$ cat src/agt_pkg.sv
// =============================================================
// agt_pkg: shared constants and types
package agt_pkg;

  // =============================================================
  // widths
  localparam int DATA_W = 24;
  localparam int ADDR_W = 8;
  localparam int NUM_REGS = 6;
  localparam int NUM_CH = 3;

  // =============================================================
  // register offsets
  localparam logic [ADDR_W-1:0] ADDR_GAIN32_SELF_CORRECTION  = 8'h1D;
  localparam logic [ADDR_W-1:0] ADDR_GAIN64_SELF_CORRECTION  = 8'h1E;
  localparam logic [ADDR_W-1:0] ADDR_GAIN128_SELF_CORRECTION = 8'h1F;
  localparam logic [ADDR_W-1:0] ADDR_LOWER_LIMIT_RESULT0     = 8'h20;
  localparam logic [ADDR_W-1:0] ADDR_LOWER_LIMIT_RESULT1     = 8'h21;
  localparam logic [ADDR_W-1:0] ADDR_LOWER_LIMIT_RESULT2     = 8'h22;

  // register file indices
  localparam int IDX_GAIN32  = 0;
  localparam int IDX_GAIN64  = 1;
  localparam int IDX_GAIN128 = 2;
  localparam int IDX_LIMIT0  = 3;

  // reset value of every register in this slice
  localparam logic [DATA_W-1:0] REG_RESET_VAL = 24'h000000;

  // =============================================================
  // serial frame layout: one command byte, then 24 data bits, msb first
  localparam int CMD_READ_BIT = 7;
  localparam logic [5:0] CNT_CMD_LAST   = 6'h07;
  localparam logic [5:0] CNT_TX_START   = 6'h08;
  localparam logic [5:0] CNT_FRAME_LAST = 6'h1F;
  localparam logic [5:0] CNT_ZERO       = 6'h00;
  localparam logic [5:0] CNT_ONE        = 6'h01;

  // =============================================================
  // types
  typedef enum logic [3:0] {
    ST_IDLE = 4'b0001,
    ST_CMD  = 4'b0010,
    ST_DATA = 4'b0100,
    ST_DONE = 4'b1000
  } agt_state_t;

  typedef struct packed {
    logic [DATA_W-1:0] gain32;
    logic [DATA_W-1:0] gain64;
    logic [DATA_W-1:0] gain128;
  } agt_gain_cal_t;

  typedef struct packed {
    logic unipolar;
    logic offset_binary;
  } agt_coding_t;

  typedef logic [NUM_CH-1:0][DATA_W-1:0] agt_results_t;

  // =============================================================
  // functions
  // maps a code onto an unsigned scale that keeps numeric order
  function automatic logic [DATA_W-1:0] agt_order_key(input logic [DATA_W-1:0] code,
                                                      input agt_coding_t coding);
    logic [DATA_W-1:0] key;
    key = code;
    if (!coding.unipolar && !coding.offset_binary) begin
      key[DATA_W-1] = ~code[DATA_W-1];
    end
    return key;
  endfunction : agt_order_key

  // one-hot register select, all zero for an unmapped address
  function automatic logic [NUM_REGS-1:0] agt_reg_sel(input logic [ADDR_W-1:0] addr);
    logic [NUM_REGS-1:0] sel;
    sel = '0;
    if (addr == ADDR_GAIN32_SELF_CORRECTION) begin
      sel[0] = 1'b1;
    end else if (addr == ADDR_GAIN64_SELF_CORRECTION) begin
      sel[1] = 1'b1;
    end else if (addr == ADDR_GAIN128_SELF_CORRECTION) begin
      sel[2] = 1'b1;
    end else if (addr == ADDR_LOWER_LIMIT_RESULT0) begin
      sel[3] = 1'b1;
    end else if (addr == ADDR_LOWER_LIMIT_RESULT1) begin
      sel[4] = 1'b1;
    end else if (addr == ADDR_LOWER_LIMIT_RESULT2) begin
      sel[5] = 1'b1;
    end
    return sel;
  endfunction : agt_reg_sel

endpackage : agt_pkg

$ cat src/agt_regs.sv
`timescale 1ns/1ns
// Functional notes
// read/write 24-bit self gain correction for gain 32 at 0x1D.
// read/write 24-bit self gain correction for gain 64 at 0x1E.
// read/write 24-bit self gain correction for gain 128 at 0x1F.
// read/write lower limit at 0x20 compared with result 0, flag 0.
// read/write lower limit at 0x21 compared with result 1, flag 1.
// read/write lower limit at 0x22 compared with result 2, flag 2.
// compare uses the current unipolar/bipolar and output format coding.
// host should rewrite limits after changing the coding settings.
// flag is high while result is below its limit, low otherwise.
module agt_regs
  import agt_pkg::*;
(
  // clock and reset
  input  wire logic          CLK_IN,
  input  wire logic          RST_IN,
  // serial control interface
  input  wire logic          CS_N_IN,
  input  wire logic          SCLK_IN,
  input  wire logic          MOSI_IN,
  output logic               MISO_OUT,
  output logic               MISO_OE_OUT,
  // coding settings
  input  wire logic          UNIPOLAR_BIPOLAR_SELECT_IN,
  input  wire logic          OFFSET_BINARY_FORMAT_IN,
  // conversion results
  input  wire agt_results_t  CONVERSION_RESULT_IN,
  // to datapath and status
  output agt_gain_cal_t      GAIN_CAL_OUT,
  output logic [NUM_CH-1:0]  UNDER_THRESHOLD_FLAG_OUT
);

  // =============================================================
  // serial frame state
  agt_state_t                          state_d;
  agt_state_t                          state_q;
  logic [5:0]                          cnt_d;
  logic [5:0]                          cnt_q;
  logic [DATA_W-1:0]                   rx_d;
  logic [DATA_W-1:0]                   rx_q;
  logic [ADDR_W-1:0]                   cmd_d;
  logic [ADDR_W-1:0]                   cmd_q;
  logic [DATA_W-1:0]                   tx_d;
  logic [DATA_W-1:0]                   tx_q;
  logic                                miso_d;
  logic                                miso_q;
  logic                                sclk_d;
  logic                                sclk_q;
  logic                                sclk_rise;
  logic                                sclk_fall;
  logic [ADDR_W-1:0]                   cmd_word;
  logic [DATA_W-1:0]                   wr_word;
  logic                                wr_en;
  logic [NUM_REGS-1:0]                 sel;

  // =============================================================
  // register file
  logic [NUM_REGS-1:0][DATA_W-1:0]     regs_d;
  logic [NUM_REGS-1:0][DATA_W-1:0]     regs_q;
  logic [DATA_W-1:0]                   rd_word;

  // =============================================================
  // serial clock edges and shift words
  // sclk is sampled once per clock, so each edge is a one-cycle pulse
  assign sclk_rise = SCLK_IN & ~sclk_q;
  assign sclk_fall = ~SCLK_IN & sclk_q;
  assign cmd_word  = {rx_q[ADDR_W-2:0], MOSI_IN};
  assign wr_word   = {rx_q[DATA_W-2:0], MOSI_IN};
  assign sel       = agt_reg_sel({1'b0, cmd_q[ADDR_W-2:0]});

  // read mux, unmapped reads as zero
  always_comb begin
    logic [NUM_REGS-1:0] rsel;
    rsel = agt_reg_sel({1'b0, cmd_word[ADDR_W-2:0]});
    rd_word = '0;
    for (int i = 0; i < NUM_REGS; i++) begin
      if (rsel[i]) begin
        rd_word = regs_q[i];
      end
    end
  end

  // =============================================================
  // frame sequencer: mode 0, sample on rise, shift out on fall
  always_comb begin
    state_d = state_q;
    cnt_d   = cnt_q;
    rx_d    = rx_q;
    cmd_d   = cmd_q;
    tx_d    = tx_q;
    miso_d  = miso_q;
    sclk_d  = SCLK_IN;
    wr_en   = 1'b0;
    if (CS_N_IN) begin
      state_d = ST_IDLE;
      cnt_d   = CNT_ZERO;
      miso_d  = 1'b0;
    end else begin
      case (state_q)
        ST_IDLE: begin
          state_d = ST_CMD;
          cnt_d   = CNT_ZERO;
          if (sclk_rise) begin
            rx_d  = {rx_q[DATA_W-2:0], MOSI_IN};
            cnt_d = CNT_ONE;
          end
        end
        ST_CMD: begin
          if (sclk_rise) begin
            rx_d  = {rx_q[DATA_W-2:0], MOSI_IN};
            cnt_d = cnt_q + CNT_ONE;
            if (cnt_q == CNT_CMD_LAST) begin
              cmd_d   = cmd_word;
              state_d = ST_DATA;
              // read word loads at the 8th rise
              if (cmd_word[CMD_READ_BIT]) begin
                tx_d   = rd_word;
                miso_d = rd_word[DATA_W-1];
              end else begin
                tx_d   = '0;
                miso_d = 1'b0;
              end
            end
          end
        end
        ST_DATA: begin
          if (sclk_rise) begin
            rx_d  = {rx_q[DATA_W-2:0], MOSI_IN};
            cnt_d = cnt_q + CNT_ONE;
            if (cnt_q == CNT_FRAME_LAST) begin
              state_d = ST_DONE;
              wr_en   = ~cmd_q[CMD_READ_BIT];
            end
          end else if (sclk_fall && cnt_q > CNT_TX_START) begin
            // bit 23 stands over the fall after the 8th rise
            tx_d   = {tx_q[DATA_W-2:0], 1'b0};
            miso_d = tx_q[DATA_W-2];
          end
        end
        ST_DONE: begin
          miso_d = 1'b0;
        end
        default: begin
          state_d = ST_IDLE;
        end
      endcase
    end
  end

  always_ff @(posedge CLK_IN) begin
    if (RST_IN) begin
      state_q <= ST_IDLE;
      cnt_q   <= CNT_ZERO;
      rx_q    <= '0;
      cmd_q   <= '0;
      tx_q    <= '0;
      miso_q  <= 1'b0;
      sclk_q  <= 1'b0;
    end else begin
      state_q <= state_d;
      cnt_q   <= cnt_d;
      rx_q    <= rx_d;
      cmd_q   <= cmd_d;
      tx_q    <= tx_d;
      miso_q  <= miso_d;
      sclk_q  <= sclk_d;
    end
  end

  // =============================================================
  // register write
  always_comb begin
    regs_d = regs_q;
    for (int i = 0; i < NUM_REGS; i++) begin
      // gain correction writes
      // lower limit writes
      if (wr_en && sel[i]) begin
        regs_d[i] = wr_word;
      end
    end
  end

  always_ff @(posedge CLK_IN) begin
    if (RST_IN) begin
      regs_q <= {NUM_REGS{REG_RESET_VAL}};
    end else begin
      regs_q <= regs_d;
    end
  end

  // corrections to datapath
  assign GAIN_CAL_OUT.gain32  = regs_q[IDX_GAIN32];
  assign GAIN_CAL_OUT.gain64  = regs_q[IDX_GAIN64];
  assign GAIN_CAL_OUT.gain128 = regs_q[IDX_GAIN128];

  // =============================================================
  // serial data out, driven for the whole selected period
  assign MISO_OUT    = miso_q;
  assign MISO_OE_OUT = ~CS_N_IN;

  // =============================================================
  // lower limit compare per channel
  // coding orders the compare
  agt_coding_t coding;
  assign coding.unipolar      = UNIPOLAR_BIPOLAR_SELECT_IN;
  assign coding.offset_binary = OFFSET_BINARY_FORMAT_IN;

  for (genvar ch = 0; ch < NUM_CH; ch++) begin : g_cmp
    // limit against its result
    agt_limit_cmp u_cmp (
      .clk_in    (CLK_IN),
      .rst_in    (RST_IN),
      .result_in (CONVERSION_RESULT_IN[ch]),
      .limit_in  (regs_q[IDX_LIMIT0 + ch]),
      .coding_in (coding),
      .flag_out  (UNDER_THRESHOLD_FLAG_OUT[ch])
    );
  end

endmodule : agt_regs

$ cat src/agt_limit_cmp.sv
`timescale 1ns/1ns
// =============================================================
// agt_limit_cmp: one channel lower-limit compare
module agt_limit_cmp
  import agt_pkg::*;
(
  // clock and reset
  input  wire logic              clk_in,
  input  wire logic              rst_in,
  // compare operands
  input  wire logic [DATA_W-1:0] result_in,
  input  wire logic [DATA_W-1:0] limit_in,
  input  wire agt_coding_t       coding_in,
  // status
  output logic                   flag_out
);

  logic flag_d;
  logic flag_q;

  // compare in selected coding
  // flag follows below-limit
  always_comb begin
    flag_d = (agt_order_key(result_in, coding_in) < agt_order_key(limit_in, coding_in));
  end

  always_ff @(posedge clk_in) begin
    if (rst_in) begin
      flag_q <= 1'b0;
    end else begin
      flag_q <= flag_d;
    end
  end

  assign flag_out = flag_q;

endmodule : agt_limit_cmp

$ cat config.mk
export PLATFORM = sky130hd
export DESIGN_NAME = agt_regs
export DESIGN_NICKNAME = d
export VERILOG_FILES = /design/src/agt_pkg.sv /design/src/agt_regs.sv /design/src/agt_limit_cmp.sv
export SDC_FILE = /design/constraint.sdc
export NUM_CORES = 1
export LEC_CHECK = 0
export BUFFER_PORTS_ARGS = -buffer_cell sky130_fd_sc_hd__buf_4
export CORE_MARGIN = 2
export CORE_UTILIZATION = 25
export CTS_CLUSTER_DIAMETER = 100
export CTS_CLUSTER_SIZE = 14
export DETAILED_ROUTE_END_ITERATION = 12
export GPL_TIMING_DRIVEN = 0
export HOLD_SLACK_MARGIN = 0.05
export SLEW_MARGIN = 0
export SYNTH_ARGS = -nofsm -noshare
export SYNTH_HDL_FRONTEND = slang
export SYNTH_SLANG_ARGS = --single-unit
$ cat constraint.sdc
create_clock -name CLK_IN -period 2.7 [get_ports CLK_IN]
set_input_delay 0.675 -clock CLK_IN [delete_from_list [all_inputs] [get_ports CLK_IN]]
set_output_delay 0.675 -clock CLK_IN [all_outputs]
set_load 0.02 [all_outputs]
==> impl_results.md <==
* Async SR Flop Fraction at 0%
* Yosys top cell area share at 38.8%
* Worst setup margin at a little under 0.09 ns
* Drt first pass iters at 6
* YS warnings at 0
* Dpl ws at -0.371 ns
* CP delay by family, top: compound AO/OA/AOI/OAI gates
* Clk sinks at 213
* CTS tree: done
* IO buf count at approximately 150
* Post-synth EDFFs at 0
* DP HPWL at approximately 32000 um
* Number of synthesized register bits at 213
* Hold_ws at 0.430 ns
* CP Depth at 9
* Residual DRC at 0
* Max Transition Viols Final at 0
* Hold Vio Cnt, Final at 0
* Most common cell after layout, fill and taps aside: nand2_1
* Leakage at a little under 5 nW
* CTS Buffer Depth at 3
* Iter 0 DRT Violations at between 1k and 1.5k
* First-pass GRT wire length at 61200 um
* Pwr/cell area at between 400 and 500 nW/um^2
* Final setup TNS at 0 ns
* Critical path's largest stage delay at approximately 0.36 ns
* Post-DRT Antenna Nets at 0
* Remaining Overflow, GRT at 0
* RR Startpoint: rx_q[2]$_SDFFE_PP0P_
* Clk_skew at ~0.018 ns
* Crit path buf inv count at 3
* Syn Inst Count at around 1.4k
* Share of cells above drive strength 1 at about 17%
* Slew HR at 38.4%
* Slew @ Worst Pin at 0.923 ns
* CTS Root Cell: clkbuf_16
* Worst Setup End Kind: flop
* CP Capture Point: tx_q[7]$_SDFFE_PP0P_
* Worst vdd ir at around 0.00033 V
* Die width at 214 um
* CTS clock-pin slew for the worst setup and hold paths at 0.07 ns
* Total CTS buffers at 19
* Status: finished, final reports clean
* Reg2reg path depth at 9
* Setup violators final at 0
* Commonest non-fill, non-tap cells in the layout: nand2_1 (336), dfxtp_1 (213), a21oi_1 (182)
* Tot GR Track Use at 17.7%
* Core Rows at 76
* Largest net degree at the start of global routing at 15
* Worst-path maximum fanout at 10
* Slowest-stage cell, CP: nor4b_2
* Area Overhead vs Synth at 22.2%
* Synthesized Nets at approximately 1.6k
* Synth cell types at 56
* Post-synthesis sequential area ratio at 38.8%
* Core box area at between 40000 and 50000 sq um
* Initial antenna violation count at 1
* # IOs at 156
* Most area-hungry cell type in the Yosys netlist: dfxtp_1
* Worst hold path class: in2reg
* CP Launch Point: rx_q[2]$_SDFFE_PP0P_
* RSZ-0062 raised after global routing: false
* Vias in the first global route at slightly above 10k
* Critical path startpoint category: flop
* Top post-synthesis cells by area: dfxtp_1 (39%), nand2_1 (11%), a21oi_1 (8.3%)
* DR vias at between 10k and 15k
* Crit share post-route at a little over nine tenths
* FF-to-FF End: tx_q[7]$_SDFFE_PP0P_
* Crit-path cells: nor4b_2, nor2b_1, buf_2, nand2b_1, clkbuf_1, clkbuf_1, o22ai_1, o211ai_1, a311oi_1
* CTS H-tree depth at 1
* Drt wl/cell at ~19 um
* Max Cap Viol at 0
* Antenna fix cells at 0
* Die ar. at ~46000 sq um
* Skew-Pair Late Insertion Delay at 0.51 ns
* Worst Path Required at just over 3 ns
* # nets final at 1731
* R2R Setup Slk at 0.09 ns
* Min cycle time layout at approximately 2.6 ns
* Cell mode on critical path: clkbuf_1
* Height of the chip at approximately 210 um
* CP Data Arrival Time at approximately 3.0 ns
* Starting Density at between 20 and 30%
* Max Clock Freq at 383 MHz
* Main synth FF type: dfxtp_1
* Setup Crit Path Kind: reg2reg
* Drt total wl at roughly 42000 um
* Syn Std Cell Area at about 11000 sq um
* GPL Wtd Cong at 0.939
* Vias per std cell at between 4 and 5
* Avg Synthesized Cell Area at 7.81 sq um
-- flip-flops by register name, indices dropped and copies added (netlist names) --
name and count:
state_q 4, MISO_OUT 1, cmd_q 8, tx_q 23, cnt_q 6, regs_q 72
rx_q 23, g_cmp.u_cmp.flag_out 3, sclk_q 1, GAIN_CAL_OUT 72
-- routing by layer --
layer,GRT usage (%),part of all wire [%]
met1,24.1,44
met2,28.6,45
met3,3.00,8.1
met4,5.58,3.0
met5,0,0.024
-- cells in the mapped netlist (all sizes together) (24+ instances only) --
library cell	n
nand2	336
dfxtp	213
a21oi	184
nor2	88
inv	74
ha	68
clkbuf	63
buf	54
a22oi	44
o21ai	35
mux2i	25
mux2	24
o211ai	24
-- cell type report --
cell class              count  area, sq um
fillers                  4585        29800
multi-input cells        1004         5920
flip-flops and latches    213         4260
repair buffers            156         1170
well taps                 585          732
plain buffers             116          571
clock buffers              19          475
inverters                  74          278
clock inverters             2         25.0
-- cells by family (layout without fill, tap and decap cells) --
kind of cell,count (synthesis),count (layout),share of synthesized area (%)
xor+xnor,4,4,0.319
simple gates,502,502,19.7
buf+inv,191,367,7.67
fa+ha+maj,68,68,7.74
compound gates,381,381,21.1
mux,49,49,4.73
flops,213,213,38.8
-- worst min-delay path by stage --
stage	start	to	cells after the start
floorplan	regs_q[107]$_SDFFE_PP0P_	regs_q[107]$_SDFFE_PP0P_	2
global placement	regs_q[118]$_SDFFE_PP0P_	regs_q[118]$_SDFFE_PP0P_	2
detailed placement	regs_q[112]$_SDFFE_PP0P_	regs_q[112]$_SDFFE_PP0P_	2
CTS	SCLK_IN	sclk_q$_SDFF_PP0_	2
global route	SCLK_IN	sclk_q$_SDFF_PP0_	2
finish	SCLK_IN	sclk_q$_SDFF_PP0_	2
-- through the flow --
stage	area [sq um]	utilization, %	total power, mW	cells
final	13400	31.1	6.09	2169
after global placement	12900	29.8	3.66	2147
after detailed placement	12900	29.8	3.67	2147
after global routing	13400	31.1	6.27	2169
after CTS	13400	31.0	6.11	2170
after floorplan	11000	-	3.46	1408
-- power breakdown --
part / leakage (nW) / internal, mW / switching [mW]
Clock: 0.246 / 1.26 / 1.23
Combinational: 2.85 / 0.187 / 0.259
Sequential: 1.72 / 3.15 / 0.00732
-- timing repair --
| action | CTS | global route |
|---|---|---|
| resized for setup | 6 | 9 |
| pin swaps | 1 | 1 |
| setup endpoints to repair | 101 | 132 |
| setup buffers | 2 | 0 |
| hold buffers | 0 | 0 |
No activity file was read; power rests on OpenSTA's default activity.
